**src/rtl/csm_pkg.sv**
```systemverilog
// Constants and types for the contact sensor mode and telegram controller
// Behaviour
// - Input change or key press sends telegram now
// - Status telegram every random 20-30 minutes
// - LED pulses during every transmission
// - Sleep between wake-up events
// - Teach telegram form follows current mode
// - Teach telegram carries maker and profile codes
// - Ships in transport mode
// - Transport plus short press: standard, two flashes
// - Standard plus two long presses: secure
// - Long press: transport, signal, three flashes
// - Short press lasts 0.1 to 3.0 s
// - Long press lasts 3 to 7 s
// - Mode survives power-down in non-volatile store
// - At most 50 mode changes ever
// - Secure: 24-bit counter, 3-byte code, cipher; only the counter (tx_rlc) is made here, no code or cipher
// - Secure wraps unchanged standard payload
// - Secure teach: key telegram then profile telegram
// - Standard: three sub-telegrams within 40 ms
// - Standard sub-telegram lasts about 0.9 ms
// - Secure: two 1.2 ms sub-telegrams within 20 ms
// - Transport signal telegram carries code 0x0E
// - Counter steps per secure telegram, kept
package csm_pkg;
  localparam int CLK_HZ = 25_000_000;
  localparam int CYC_PER_US = CLK_HZ / 1_000_000;
  localparam int TICK_MS = 100;
  localparam int TICK_CYC = CLK_HZ / 1000 * TICK_MS;
  localparam int SHORT_MIN_MS = 100;
  localparam int SHORT_MAX_MS = 3000;
  localparam int LONG_MAX_MS = 7000;
  localparam int PAUSE_MAX_MS = 1000;
  localparam int SHORT_MIN_T = (SHORT_MIN_MS + TICK_MS - 1) / TICK_MS;
  localparam int SHORT_MAX_T = SHORT_MAX_MS / TICK_MS;
  localparam int LONG_MAX_T = LONG_MAX_MS / TICK_MS;
  localparam int PAUSE_MAX_T = PAUSE_MAX_MS / TICK_MS;
  localparam int STATUS_MIN_MIN = 20;
  localparam int STATUS_MAX_MIN = 30;
  localparam int STATUS_MIN_T = STATUS_MIN_MIN * 60_000 / TICK_MS;
  localparam int STATUS_SPAN_T = (STATUS_MAX_MIN - STATUS_MIN_MIN) * 60_000 / TICK_MS;
  localparam int STD_AIR_US = 900;
  localparam int SEC_AIR_US = 1200;
  localparam int STD_AIR_CYC = STD_AIR_US * CYC_PER_US;
  localparam int SEC_AIR_CYC = SEC_AIR_US * CYC_PER_US;
  localparam int STD_WIN_MS = 40;
  localparam int SEC_WIN_MS = 20;
  localparam int STD_SUBS = 3;
  localparam int SEC_SUBS = 2;
  localparam int GAP_MIN_US = 1000;
  localparam int GAP_MIN_CYC = GAP_MIN_US * CYC_PER_US;
  localparam int GAP_RND_BITS = 17;
  localparam int FLASH_STD = 2;
  localparam int FLASH_TRN = 3;
  localparam int CHANGE_LIMIT = 50;
  localparam logic [7:0] SIGNAL_TRANSPORT = 8'h0E;
  localparam logic [23:0] PROFILE_CODE = 24'hD50001;
  localparam logic [23:0] LFSR_SEED = 24'hA5C3E1;
  localparam logic [7:0] REG_CTRL = 8'h00;
  localparam logic [7:0] REG_ID = 8'h04;
  localparam logic [7:0] REG_STATUS = 8'h08;
  localparam logic [7:0] REG_RLC = 8'h0C;
  localparam logic [31:0] CTRL_RESET = 32'h0000_0001;
  localparam int CTRL_STATUS_EN = 0;
  localparam int ST_MODE_LSB = 0;
  localparam int ST_REED = 4;
  localparam int ST_KEY = 5;
  localparam int ST_FSM_LSB = 8;
  localparam int ST_COUNT_LSB = 16;
  localparam logic [1:0] RESP_OKAY = 2'h0;
  localparam logic [1:0] RESP_SLVERR = 2'h2;
  typedef enum logic [1:0] {MODE_STD = 2'h1, MODE_SEC = 2'h2, MODE_TRN = 2'h3} csm_mode_t;
  typedef enum logic [2:0] {KIND_DATA = 3'h0, KIND_TEACH_STD = 3'h1, KIND_SEC_KEY = 3'h2,
                            KIND_SEC_PROF = 3'h3, KIND_SIGNAL = 3'h4} csm_kind_t;
  typedef enum logic [2:0] {ACT_NONE = 3'h0, ACT_TEACH = 3'h1, ACT_TO_STD = 3'h2,
                            ACT_TO_SEC = 3'h3, ACT_TO_TRN = 3'h4} csm_act_t;
  typedef enum logic [1:0] {ST_SLEEP = 2'h0, ST_AIR = 2'h1, ST_GAP = 2'h3, ST_FLASH = 2'h2} csm_state_t;
endpackage

```
**src/rtl/csm_ctrl.sv**
```systemverilog
// Contact sensor wake, button gesture, mode and telegram burst controller
//
// The placing of the registers and register access over AXI4-Lite were left to the implementer.
`timescale 1ns/10ps
`default_nettype none
module csm_ctrl #(
  parameter int TICK_CYC = csm_pkg::TICK_CYC,
  parameter int STD_AIR_CYC = csm_pkg::STD_AIR_CYC,
  parameter int SEC_AIR_CYC = csm_pkg::SEC_AIR_CYC,
  parameter int GAP_MIN_CYC = csm_pkg::GAP_MIN_CYC,
  parameter int GAP_RND_BITS = csm_pkg::GAP_RND_BITS,
  parameter logic [11:0] MAKER_ID = 12'h5A3, // arbitrary value
  parameter logic [31:0] ID_RESET = 32'h0000_0001 // arbitrary value
) (
  input wire logic aclk,
  input wire logic aresetn,
  input wire logic nv_clear_n,
  input wire logic reed_pin,
  input wire logic teach_key_pin,
  input wire logic [7:0] s_axi_awaddr,
  input wire logic s_axi_awvalid,
  output logic s_axi_awready,
  input wire logic [31:0] s_axi_wdata,
  input wire logic [3:0] s_axi_wstrb,
  input wire logic s_axi_wvalid,
  output logic s_axi_wready,
  output logic [1:0] s_axi_bresp,
  output logic s_axi_bvalid,
  input wire logic s_axi_bready,
  input wire logic [7:0] s_axi_araddr,
  input wire logic s_axi_arvalid,
  output logic s_axi_arready,
  output logic [31:0] s_axi_rdata,
  output logic [1:0] s_axi_rresp,
  output logic s_axi_rvalid,
  input wire logic s_axi_rready,
  output logic led,
  output logic sleep,
  output logic tx_air,
  output logic tx_secure,
  output csm_pkg::csm_kind_t tx_kind,
  output logic tx_contact,
  output logic tx_button,
  output logic [31:0] tx_id,
  output logic [23:0] tx_rlc,
  output logic [35:0] tx_aux,
  output logic [7:0] tx_checksum
);
  import csm_pkg::*;

  localparam int STD_WIN_CYC = STD_WIN_MS * 1000 * CYC_PER_US;
  localparam int SEC_WIN_CYC = SEC_WIN_MS * 1000 * CYC_PER_US;
  localparam int GAP_MAX_CYC = GAP_MIN_CYC + (1 << GAP_RND_BITS) - 1;

  if (TICK_CYC < 2 || STD_AIR_CYC < 1 || SEC_AIR_CYC < 1 || GAP_RND_BITS < 1 || GAP_RND_BITS > 24 ||
      STD_SUBS * STD_AIR_CYC + (STD_SUBS - 1) * GAP_MAX_CYC > STD_WIN_CYC ||
      SEC_SUBS * SEC_AIR_CYC + (SEC_SUBS - 1) * GAP_MAX_CYC > SEC_WIN_CYC)
  begin : g_chk
    $error("burst timing does not fit its window");
  end

  function automatic logic [31:0] merge(input logic [31:0] old, input logic [31:0] nw,
                                        input logic [3:0] strb);
    logic [31:0] r;
    r = old;
    for (int i = 0; i < 4; i++)
      if (strb[i])
        r[i*8 +: 8] = nw[i*8 +: 8];
    return r;
  endfunction

  function automatic logic [31:0] air_cyc(input logic sec);
    return sec ? 32'(SEC_AIR_CYC) : 32'(STD_AIR_CYC);
  endfunction

  ////////////////////////////////////////////////////////////////////////////
  logic reed_meta_r, reed_r, reed_prev_r;
  logic key_meta_r, key_r, key_prev_r;
  logic [31:0] tick_cnt_r;
  logic tick;
  logic [23:0] lfsr_r;

  // Pins are asynchronous; nothing looks at the first stage
  always_ff @(posedge aclk)
  begin
    if (!aresetn)
    begin
      reed_meta_r <= 1'b0;
      reed_r <= 1'b0;
      reed_prev_r <= 1'b0;
      key_meta_r <= 1'b0;
      key_r <= 1'b0;
      key_prev_r <= 1'b0;
    end
    else
    begin
      reed_meta_r <= reed_pin;
      reed_r <= reed_meta_r;
      reed_prev_r <= reed_r;
      key_meta_r <= teach_key_pin;
      key_r <= key_meta_r;
      key_prev_r <= key_r;
    end
  end

  assign tick = (tick_cnt_r == 32'(TICK_CYC - 1));

  always_ff @(posedge aclk)
  begin
    if (!aresetn)
      tick_cnt_r <= 32'h0000_0000;
    else
      tick_cnt_r <= tick ? 32'h0000_0000 : tick_cnt_r + 32'h0000_0001;
  end

  // Source of the random gaps and status intervals
  always_ff @(posedge aclk)
  begin
    if (!aresetn)
      lfsr_r <= LFSR_SEED;
    else
      lfsr_r <= {lfsr_r[22:0], lfsr_r[23] ^ lfsr_r[22] ^ lfsr_r[21] ^ lfsr_r[16]};
  end

  ////////////////////////////////////////////////////////////////////////////
  csm_mode_t nv_mode;
  logic [5:0] nv_changes;
  logic [23:0] nv_rlc;
  logic [6:0] press_r;
  logic [3:0] pause_r;
  logic long_wait_r;
  csm_act_t act_r;
  logic is_short, is_long;

  assign is_short = press_r >= 7'(SHORT_MIN_T) && press_r < 7'(SHORT_MAX_T);
  assign is_long = press_r >= 7'(SHORT_MAX_T) && press_r <= 7'(LONG_MAX_T);

  // Press length in ticks; releases are classified into mode actions
  always_ff @(posedge aclk)
  begin
    if (!aresetn)
    begin
      press_r <= 7'h00;
      pause_r <= 4'h0;
      long_wait_r <= 1'b0;
      act_r <= ACT_NONE;
    end
    else
    begin
      act_r <= ACT_NONE;
      if (key_r && !key_prev_r)
        press_r <= 7'h00;
      else if (key_r && tick && press_r != 7'h7F)
        press_r <= press_r + 7'h01;
      if (key_prev_r && !key_r)
      begin
        long_wait_r <= 1'b0;
        if (is_short && !long_wait_r)
          act_r <= (nv_mode == MODE_TRN) ? ACT_TO_STD : ACT_TEACH;
        else if (is_long && nv_mode == MODE_SEC)
          act_r <= ACT_TO_TRN;
        else if (is_long && nv_mode == MODE_STD && long_wait_r)
          act_r <= ACT_TO_SEC;
        else if (is_long && nv_mode == MODE_STD)
        begin
          long_wait_r <= 1'b1;
          pause_r <= 4'h0;
        end
      end
      else if (long_wait_r && !key_r && tick)
      begin
        // A lone long press is only known once the pause runs out
        if (pause_r == 4'(PAUSE_MAX_T - 1))
        begin
          long_wait_r <= 1'b0;
          act_r <= ACT_TO_TRN;
        end
        else
          pause_r <= pause_r + 4'h1;
      end
    end
  end

  ////////////////////////////////////////////////////////////////////////////
  csm_state_t state_r;
  logic [31:0] ctrl_r;
  logic [31:0] id_reg;
  csm_act_t pend_act_r;
  logic pend_contact_r, pend_status_r;
  logic [14:0] status_r;
  logic [12:0] span;
  logic wake, serve_act, go, go_sec, go_follow, mode_wr, rlc_inc, follow_go;
  csm_kind_t go_kind;
  csm_mode_t mode_val;
  logic [2:0] go_flash;
  logic [31:0] timer_r;
  logic [1:0] sub_r;
  logic follow_r;
  logic [2:0] halves_r;
  logic last_sub;

  assign wake = state_r == ST_SLEEP && (pend_act_r != ACT_NONE || pend_contact_r || pend_status_r);
  assign serve_act = wake && pend_act_r != ACT_NONE;
  assign span = (lfsr_r[12:0] > 13'(STATUS_SPAN_T)) ? lfsr_r[12:0] - 13'h1000 : lfsr_r[12:0];

  // A new event in the cycle it is served stays pending
  always_ff @(posedge aclk)
  begin
    if (!aresetn)
    begin
      pend_act_r <= ACT_NONE;
      pend_contact_r <= 1'b0;
      pend_status_r <= 1'b0;
    end
    else
    begin
      if (act_r != ACT_NONE)
        pend_act_r <= act_r;
      else if (serve_act)
        pend_act_r <= ACT_NONE;
      if (reed_r != reed_prev_r)
        pend_contact_r <= 1'b1;
      else if (wake && !serve_act)
        pend_contact_r <= 1'b0;
      if (tick && status_r == 15'h0001 && ctrl_r[CTRL_STATUS_EN] && nv_mode != MODE_TRN)
        pend_status_r <= 1'b1;
      else if (wake && !serve_act)
        pend_status_r <= 1'b0;
    end
  end

  always_ff @(posedge aclk)
  begin
    if (!aresetn)
      status_r <= 15'(STATUS_MIN_T);
    else if (wake)
      status_r <= 15'(STATUS_MIN_T) + 15'(span);
    else if (tick && status_r != 15'h0000)
      status_r <= status_r - 15'h0001;
  end

  always_comb
  begin
    go = 1'b0;
    go_sec = 1'b0;
    go_follow = 1'b0;
    go_kind = KIND_DATA;
    go_flash = 3'h0;
    mode_wr = 1'b0;
    mode_val = nv_mode;
    if (serve_act)
    begin
      case (pend_act_r)
        ACT_TEACH:
        begin
          go = nv_mode != MODE_TRN;
          go_sec = nv_mode == MODE_SEC;
          go_follow = go_sec;
          go_kind = go_sec ? KIND_SEC_KEY : KIND_TEACH_STD;
        end
        ACT_TO_STD, ACT_TO_SEC, ACT_TO_TRN:
        begin
          // Once the store is worn out the press is ignored
          go = nv_changes < 6'(CHANGE_LIMIT);
          mode_wr = go;
          mode_val = pend_act_r == ACT_TO_STD ? MODE_STD : pend_act_r == ACT_TO_SEC ? MODE_SEC : MODE_TRN;
          go_sec = pend_act_r == ACT_TO_SEC;
          go_follow = go_sec;
          go_kind = pend_act_r == ACT_TO_STD ? KIND_TEACH_STD : go_sec ? KIND_SEC_KEY : KIND_SIGNAL;
          go_flash = pend_act_r == ACT_TO_TRN ? 3'(FLASH_TRN) : 3'(FLASH_STD);
        end
        default:
        begin
          go = 1'b0;
        end
      endcase
    end
    else if (wake)
    begin
      go = nv_mode != MODE_TRN;
      go_sec = nv_mode == MODE_SEC;
    end
  end

  assign last_sub = sub_r == (tx_secure ? 2'(SEC_SUBS - 1) : 2'(STD_SUBS - 1));
  assign follow_go = state_r == ST_GAP && timer_r == 32'h0000_0000 && last_sub;
  assign rlc_inc = (go && go_sec) || follow_go;

  csm_nvstore #(.LIMIT(CHANGE_LIMIT)) u_nv (
    .aclk(aclk),
    .clear_n(nv_clear_n),
    .mode_wr(mode_wr),
    .mode_in(mode_val),
    .rlc_inc(rlc_inc),
    .mode_r(nv_mode),
    .changes_r(nv_changes),
    .rlc_r(nv_rlc)
  );

  assign tx_rlc = nv_rlc;

  ////////////////////////////////////////////////////////////////////////////
  always_ff @(posedge aclk)
  begin
    if (!aresetn)
    begin
      state_r <= ST_SLEEP;
      tx_air <= 1'b0;
      tx_secure <= 1'b0;
      tx_kind <= KIND_DATA;
      tx_contact <= 1'b0;
      tx_button <= 1'b0;
      tx_aux <= 36'h0;
      tx_checksum <= 8'h00;
      timer_r <= 32'h0000_0000;
      sub_r <= 2'h0;
      follow_r <= 1'b0;
      halves_r <= 3'h0;
    end
    else
    begin
      case (state_r)
        ST_SLEEP:
          if (go)
          begin
            state_r <= ST_AIR;
            tx_air <= 1'b1;
            tx_secure <= go_sec;
            tx_kind <= go_kind;
            tx_contact <= reed_r;
            tx_button <= key_r;
            tx_aux <= go_kind == KIND_SIGNAL ? {28'h0, SIGNAL_TRANSPORT} :
                      go_kind == KIND_DATA ? 36'h0 : {MAKER_ID, PROFILE_CODE};
            tx_checksum <= tx_id[31:24] + tx_id[23:16] + tx_id[15:8] + tx_id[7:0] +
                           {3'h0, go_kind, key_r, reed_r};
            timer_r <= air_cyc(go_sec) - 32'h0000_0001;
            sub_r <= 2'h0;
            follow_r <= go_follow;
            halves_r <= 3'(2 * go_flash);
          end
        ST_AIR:
          if (timer_r != 32'h0000_0000)
            timer_r <= timer_r - 32'h0000_0001;
          else
          begin
            tx_air <= 1'b0;
            timer_r <= 32'(GAP_MIN_CYC) + 32'(lfsr_r & 24'((1 << GAP_RND_BITS) - 1));
            if (!last_sub || follow_r)
              state_r <= ST_GAP;
            else
              state_r <= halves_r != 3'h0 ? ST_FLASH : ST_SLEEP;
          end
        ST_GAP:
          if (timer_r != 32'h0000_0000)
            timer_r <= timer_r - 32'h0000_0001;
          else
          begin
            state_r <= ST_AIR;
            tx_air <= 1'b1;
            timer_r <= air_cyc(tx_secure) - 32'h0000_0001;
            sub_r <= last_sub ? 2'h0 : sub_r + 2'h1;
            if (last_sub)
            begin
              // Key telegram done; the profile one follows, secured
              follow_r <= 1'b0;
              tx_kind <= KIND_SEC_PROF;
            end
          end
        ST_FLASH:
          if (halves_r == 3'h0)
            state_r <= ST_SLEEP;
          else if (tick)
            halves_r <= halves_r - 3'h1;
        default:
          state_r <= ST_SLEEP;
      endcase
    end
  end

  always_ff @(posedge aclk)
  begin
    if (!aresetn)
    begin
      led <= 1'b0;
      sleep <= 1'b1;
    end
    else
    begin
      led <= tx_air || (state_r == ST_FLASH && halves_r != 3'h0 && !halves_r[0]);
      sleep <= state_r == ST_SLEEP && !wake;
    end
  end

  ////////////////////////////////////////////////////////////////////////////
  logic [31:0] rd_data;
  logic rd_ok;

  assign tx_id = id_reg;

  // Address and data are taken together, one write at a time
  always_ff @(posedge aclk)
  begin
    if (!aresetn)
    begin
      s_axi_awready <= 1'b0;
      s_axi_wready <= 1'b0;
      s_axi_bvalid <= 1'b0;
      s_axi_bresp <= RESP_OKAY;
      ctrl_r <= CTRL_RESET;
      id_reg <= ID_RESET;
    end
    else
    begin
      s_axi_awready <= s_axi_awvalid && s_axi_wvalid && !s_axi_awready && !s_axi_bvalid;
      s_axi_wready <= s_axi_awvalid && s_axi_wvalid && !s_axi_awready && !s_axi_bvalid;
      if (s_axi_awready)
      begin
        s_axi_bvalid <= 1'b1;
        s_axi_bresp <= RESP_OKAY;
        case (s_axi_awaddr)
          REG_CTRL: ctrl_r <= merge(ctrl_r, s_axi_wdata, s_axi_wstrb) & CTRL_RESET;
          REG_ID: id_reg <= merge(id_reg, s_axi_wdata, s_axi_wstrb);
          REG_STATUS, REG_RLC: s_axi_bresp <= RESP_OKAY;
          default: s_axi_bresp <= RESP_SLVERR;
        endcase
      end
      else if (s_axi_bready)
        s_axi_bvalid <= 1'b0;
    end
  end

  always_comb
  begin
    rd_data = 32'h0000_0000;
    rd_ok = 1'b1;
    case (s_axi_araddr)
      REG_CTRL: rd_data = ctrl_r;
      REG_ID: rd_data = id_reg;
      REG_STATUS:
      begin
        rd_data[ST_MODE_LSB +: 2] = nv_mode;
        rd_data[ST_REED] = reed_r;
        rd_data[ST_KEY] = key_r;
        rd_data[ST_FSM_LSB +: 2] = state_r;
        rd_data[ST_COUNT_LSB +: 6] = nv_changes;
      end
      REG_RLC: rd_data = {8'h00, nv_rlc};
      default: rd_ok = 1'b0;
    endcase
  end

  always_ff @(posedge aclk)
  begin
    if (!aresetn)
    begin
      s_axi_arready <= 1'b0;
      s_axi_rvalid <= 1'b0;
      s_axi_rdata <= 32'h0000_0000;
      s_axi_rresp <= RESP_OKAY;
    end
    else
    begin
      s_axi_arready <= s_axi_arvalid && !s_axi_arready && !s_axi_rvalid;
      if (s_axi_arready)
      begin
        s_axi_rvalid <= 1'b1;
        s_axi_rdata <= rd_data;
        s_axi_rresp <= rd_ok ? RESP_OKAY : RESP_SLVERR;
      end
      else if (s_axi_rready)
        s_axi_rvalid <= 1'b0;
    end
  end

  ////////////////////////////////////////////////////////////////////////////
  logic [31:0] air_len_r;

  always_ff @(posedge aclk)
  begin
    if (!aresetn)
      air_len_r <= 32'h0000_0000;
    else
      air_len_r <= tx_air ? air_len_r + 32'h0000_0001 : 32'h0000_0000;
  end
endmodule
`default_nettype wire

```
**src/rtl/csm_nvstore.sv**
```systemverilog
// Non-volatile mode, change count and rolling counter store
`timescale 1ns/10ps
`default_nettype none
module csm_nvstore #(
  parameter int LIMIT = csm_pkg::CHANGE_LIMIT
) (
  input wire logic aclk,
  input wire logic clear_n,
  input wire logic mode_wr,
  input wire csm_pkg::csm_mode_t mode_in,
  input wire logic rlc_inc,
  output csm_pkg::csm_mode_t mode_r,
  output logic [5:0] changes_r,
  output logic [23:0] rlc_r
);
  import csm_pkg::*;

  if (LIMIT < 1 || LIMIT > 63)
  begin : g_chk
    $error("change limit must fit six bits");
  end

  // Only the factory clear touches this store; a system reset leaves it alone
  always_ff @(posedge aclk)
  begin
    if (!clear_n)
    begin
      mode_r <= MODE_TRN;
      changes_r <= 6'h00;
    end
    else if (mode_wr && changes_r < 6'(LIMIT))
    begin
      mode_r <= mode_in;
      changes_r <= changes_r + 6'h01;
    end
  end

  always_ff @(posedge aclk)
  begin
    if (!clear_n)
      rlc_r <= 24'h000000;
    else if (rlc_inc)
      rlc_r <= rlc_r + 24'h000001;
  end
endmodule
`default_nettype wire

```
**config.mk**
```make
export PLATFORM = sky130hd
export DESIGN_NAME = csm_ctrl
export DESIGN_NICKNAME = d
export VERILOG_FILES = /design/src/rtl/csm_pkg.sv /design/src/rtl/csm_ctrl.sv /design/src/rtl/csm_nvstore.sv
export SDC_FILE = /design/constraint.sdc
export NUM_CORES = 1
export LEC_CHECK = 0
export BUFFER_PORTS_ARGS = -buffer_cell sky130_fd_sc_hd__clkbuf_2
export CAP_MARGIN = 40
export CORE_MARGIN = 2
export CORE_UTILIZATION = 40
export CTS_CLUSTER_DIAMETER = 120
export DETAILED_ROUTE_END_ITERATION = 12
export GPL_ROUTABILITY_DRIVEN = 0
export MAX_ROUTING_LAYER = met4
export PLACE_DENSITY = 0.72
export REMOVE_ABC_BUFFERS = 1
export SYNTH_ARGS = -nofsm -noshare
export SYNTH_HDL_FRONTEND = slang
export SYNTH_HIERARCHICAL = 1
export SYNTH_SLANG_ARGS = --single-unit
```
**constraint.sdc**
```tcl
create_clock -name aclk -period 3.5 [get_ports aclk]
set_input_delay 0.525 -clock aclk [delete_from_list [all_inputs] [get_ports aclk]]
set_output_delay 0.525 -clock aclk [all_outputs]
set_load 0.005 [all_outputs]
```
# Yosys cells after proc, flatten, opt, wreduce, memory -nomap -nowiden
# Cells that the tools add are included.
# W data, S select, Z words.
[totals]
register_bits = 295
latchBits = 0
ram_bits = 0
mem_bits_ro = 0
input_bits = 62
wordCells = 297
n_memories = 0
[classes]
addsub = 18
mul = 0
div_mod_pow = 0
order_cmp = 6
n_eq_ne = 36
shift = 0
mux = 99
n_bitwise = 4
n_reduce_logical = 89
[ops]
columns = ["op", "n"]
rows = [
  ["$mux W32", 3],
  ["$pmux W32 S3", 1],
  ["$mux W35", 2],
  ["$mux W3", 16],
  ["$mux W2", 18],
  ["$add A32 B1 Y32 const B", 1],
  ["$eq A32 B22 Y1 const B", 1],
  ["$eq A8 B4 Y1 const B", 4],
  ["$logic_not A32 Y1", 1],
  ["$reduce_bool A32 Y1", 1],
  ["$sub A15 B1 Y16 const B", 2],
  ["$sub A32 B1 Y32 const B", 1],
  ["$logic_and A1 B1 Y1", 31],
  ["$mux W1", 30],
  ["$mux W15", 2],
  ["$mux W14", 2],
  ["$mux W4", 7],
  ["$add A24 B1 Y24 const B", 1],
  ["$add A8 B8 Y8", 3],
  ["$ne A2 B2 Y1 const B", 12],
  ["$reduce_and A3 Y1", 7],
  ["$pmux W10 S2", 1],
  ["$reduce_bool A2 Y1", 10],
  ["$add A15 B17 Y18 const A", 1],
  ["51 further kinds", 94],
]

# Depth between registers and ports, before layout
[depth]
ltp_word = 10
ltp_mapped = 13
mapped_depth_nobuf = 12

# Cells and area by module
# Netlist, hierarchy kept.
[by_module_without_submodules]
columns = ["mod", "n_inst", "cells_per_inst", "area_per_inst_um2"]
rows = [
  ["csm_ctrl", 1, 1418, 11816.3],
  ["csm_nvstore", 1, 161, 1457.6],
]

# Least setup slack after synthesis
# No wires, ideal clock.
[synth_timing]
path_type = "flip-flop to flip-flop"
startpoint = "reg id_reg[1] (netlist: tx_id[1])"
endpoint = "reg tx_checksum[7]"
setup_time_ns = 0.086
arrival_ns = 3.383
t_required_ns = 3.414
slack_ns = 0.032
stages_incl_launch_ff = 13
path_buffers = 0
synth_period_minus_slack_ns = 3.468
cell_sequence = "dfxtp_1 inv_1 fa_1 fa_1 fa_1 inv_1 ha_1 fa_1 a21o_1 a21oi_1 o21ai_0 xnor2_1 a211oi_1"
[synth_between]
elab_chain_len = 2
[synth_lines]
columns = ["element", "line", "source"]
rows = [
  ["start, declared", "csm_ctrl.sv:187", "logic [31:0] id_reg;"],
  ["start signal, assigned", "csm_ctrl.sv:422", "REG_ID: id_reg <= merge(id_reg, s_axi_wdata, s_axi_wstrb);"],
  ["$add A8 B8 Y8", "csm_ctrl.sv:334", "tx_checksum <= tx_id[31:24] + tx_id[23:16] + tx_id[15:8] + tx_id[7:0] +"],
  ["$add A8 B5 Y8", "csm_ctrl.sv:334", ""],
  ["end signal, assigned", "csm_ctrl.sv:334", ""],
  ["end, declared", "csm_ctrl.sv:47", "output logic [7:0] tx_checksum"],
]
# No other way between the ends.
# A chain may end at the register's enable or synchronous reset.

# Worst setup path after layout
[layout_timing]
startpoint = "reg id_reg[2] (netlist: tx_id[2])"
endpoint = "reg tx_checksum[6]"
# The elaborated chain is that of the path after synthesis.

==> implementation parameters <==
Parameter                              Value

Worst setup path
  Element type at the critical path end    flop
  Critical path required time    3.98 ns
  Kind of critical path    reg -> reg
  Maximum fanout encountered on the critical timing path    4
  Worst endpoint data arrival time    3.86 ns
  CP Launch Type    flop
  Minimum setup slack among reg-to-reg paths    0.12 ns

Yosys
  Primary FF master, synth    dfxtp_1
  Largest family of logic cells by synthesized area    simple AND/OR/NAND/NOR gates
  Number of cells produced by synthesis    1,579
  Synthesized-area fraction occupied by xor and xnor cells    6.47%
  Seq cells post-synth    259
  Count of distinct cell types in the synthesized netlist    85
  Number of enable-type register cells in the synthesized netlist    0
  Yosys synthesis warning count    6
  Synth async-reset ratio    0%
  Mux share of post-synthesis cell area    1.38%
  Synthesized area per cell    8.41 µm²
  Post-synthesis share of cell area spent on full adders, half adders and majority gates    5.64%
  Fraction of the mapped netlist area in simple logic gates    25.9%
  Compound-gate portion of the synthesized area    15.3%
  Register area share after synthesis    39.1%
  Netlist area before placement    13,300 µm²

Power
  Power consumption    7.93 mW
  Power density over the cells    503 nW/µm²
  Leakage power summed over all cells    6.22 nW
  Highest ir drop seen on vdd    0.000381 V

Route
  Top Metal Used    met4
  Met3 Wirelength    2490 µm
  Via/cell ratio    5.64
  Length of routed wiring on met1    16,900 µm
  Average detailed-routed wire length per instance    17.0 µm
  Overall via count from detail_route    12,529
  ANT nets after route    0
  Number of DRC violations after detailed routing    0
  Routed WL    37,900 µm
  Met2 WL    17,400 µm
  Pre-Repair DR Iteration Count    6
  1st-iter DRT viols    1,339

Die
  Vertical extent of the die    186 µm
  Starting density of the core    40.7%
  Placeable Area    32,600 µm²
  Total Die Area    34,700 µm²
  Width of the die    186 µm
  FP Rows    66
  Boundary Pins    212

Global route
  Vias in the first global route    11,484
  Antenna violations before repair    0
  Global routing usage summed across all routing layers    21.5%
  Overflow left after global routing    0
  Largest net degree at the start of global routing    108
  First-pass GRT wire length    58,900 µm

Final layout
  Nets    1,869
  Filler instances    3,086
  Final instance count without filler cells    2,221
  # diodes    0
  Area Growth Syn to Fin    18.6%
  Share of cells above drive strength 1    18.6%

Clocking
  Hold buffer count at CTS    0
  Clk sinks    259
  CTS Buf Count    28
  Number of buffers between clock root and the deepest sink    3
  Clock tree from TritonCTS    done
  # Post-CTS Setup Buffers    0
  CTS H-Tree Depth    1
  CTS root buf    clkbuf_16
  Clk slew on worst S/H paths    0.06 ns
  Clock insertion delay at the later pin of the skew report    0.55 ns

Timing
  Final Hold Violating Endpoints    0
  Tightest slew margin relative to the limit    49.4%
  Period utilization    96.6%
  Worst Clk Skew    0.0215 ns
  Final Max Slew Viols    0
  RSZ-0062 raised after global routing    no
  Least-Margin Pin Slew    0.754 ns
  Top achievable clock speed    296 MHz
  Shortest period the worst path allows    3.38 ns
  Final setup violating endpoints    0

Outcome
  Status    finished clean

Hold path
  Kind of path behind the tightest hold check    in -> reg

Placed design
  HPWL after detailed placement    27,300 µm
  Placed Cells incl. Taps    2,170
  Total of buffers placed on input and output ports    188

Run
  Max-cap viol count    0
-- final timing paths --
kind                            endpoint  cells after the start             startpoint
min reg2reg        lfsr_r[21]$_SDFF_PN1_                      1  lfsr_r[20]$_SDFF_PN0_
min              s_axi_wready$_SDFF_PN0_                      3           s_axi_wvalid
max reg2reg  tx_checksum[6]$_SDFFE_PN0P_                     10  tx_id[2]$_SDFFE_PN0P_
max          tx_checksum[6]$_SDFFE_PN0P_                     10  tx_id[2]$_SDFFE_PN0P_
-- routing by layer --
metal	vias to the layer above	global-route usage [%]
li1	5933	-
met1	6001	29.7
met2	522	32.8
met3	73	2.41
met4	0	6.93
met5	-	-
-- sequential cells by signal, indices dropped and copies added, names as in the netlist, 6 cells and up --
| register | count |
|---|---|
| lfsr_r | 24 |
| press_r | 7 |
| s_axi_rdata | 32 |
| status_r | 15 |
| tick_cnt_r | 32 |
| timer_r | 32 |
| tx_checksum | 8 |
| tx_id | 32 |
| u_nv/changes_r | 6 |
| u_nv/rlc_r | 24 |
-- what timing repair did --
action,4_1_cts,5_1_grt
setup endpoints to repair,4,13
pin swaps,1,5
gates resized for setup,3,8
-- power breakdown --
| part | total (mW) | switching (mW) | internal, mW |
|---|---|---|---|
| clock network | 3.24 | 1.25 | 1.99 |
| registers | 3.16 | 0.110 | 3.05 |
| logic | 1.52 | 0.975 | 0.550 |
| total | 7.93 | 2.34 | 5.59 |
-- cell families after synthesis --
| family | after synthesis |
|---|---|
| other cells | 1 |
| fa+ha+maj | 49 |
| mux | 16 |
| buf+inv | 183 |
| simple gates | 660 |
| compound gates | 313 |
| xor+xnor | 98 |
| flops | 259 |
-- synthesized netlist by cell type (17+ instances only) --
library cell  number  area (µm²)
a211oi_1          24         180
a21oi_1          109         546
a22oi_1           25         188
and2_1            24         150
and3_1            17         106
buf_4             38         285
clkbuf_1          60         225
dfxtp_1          259        5180
fa_1              18         360
ha_1              31         388
inv_1             68         255
nand2_1          144         541
nand2b_1          27         169
nand3_1          102         510
nand4_1           37         231
nor2_1           146         548
nor3_1            37         185
nor4_1            27         169
o21ai_0           53         265
or3_1             20         125
or4_1             18         135
xnor2_1           41         359
xor2_1            57         499
-- critical path, stage by stage, from the launching register on --
cell	delay, ns
dfxtp_1	0.35
fa_1	0.58
fa_1	0.45
fa_2	0.62
ha_1	0.24
a21o_1	0.18
a21oi_1	0.22
nor2b_1	0.08
o21a_1	0.18
or3_1	0.34
nand3_1	0.08
-- area by class of cell --
| type | instances | area (µm²) | area share, % |
|---|---|---|---|
| flip-flops and latches | 259 | 5190 | 32.9 |
| clock buffers | 38 | 808 | 5.13 |
| inverters | 71 | 268 | 1.70 |
| well taps | 442 | 553 | 3.51 |
| multi-input cells | 1159 | 7360 | 46.8 |
| repair buffers | 239 | 1350 | 8.59 |
| clock inverters | 13 | 210 | 1.34 |
-- layout by cell type, fill, tap and decap left out, types with 20 or more instances in the layout --
| cell type | count |
|---|---|
| nand4_1 | 37 |
| nor4_1 | 26 |
| xnor2_1 | 41 |
| a22oi_1 | 25 |
| ha_1 | 30 |
| conb_1 | 23 |
| a211oi_1 | 23 |
| or3_1 | 20 |
| nand2b_1 | 27 |
| nand2_1 | 144 |
| dfxtp_1 | 257 |
| nor3_1 | 37 |
| nand3_1 | 102 |
| o21ai_0 | 52 |
| a21oi_1 | 108 |
| xor2_1 | 57 |
| and2_1 | 24 |
| nor2_1 | 146 |
| buf_4 | 48 |
| inv_1 | 68 |
| clkbuf_2 | 188 |
| clkbuf_16 | 28 |
-- through the flow --
stage	setup TNS (ns)	cell area (µm²)	setup slack (ns)	utilization, %	hold WS, ns
after floorplan	-0.0567	12800	-0.0201	-	0.386
after global placement	0	14700	0.0456	45.0	0.392
after detailed placement	-0.127	14700	-0.0651	45.0	0.400
after CTS	0	15700	0.0326	48.2	0.152
after global routing	0	15700	0.00664	48.3	0.174
final	0	15700	0.120	48.3	0.175
Power figures use the tool's default switching activity.
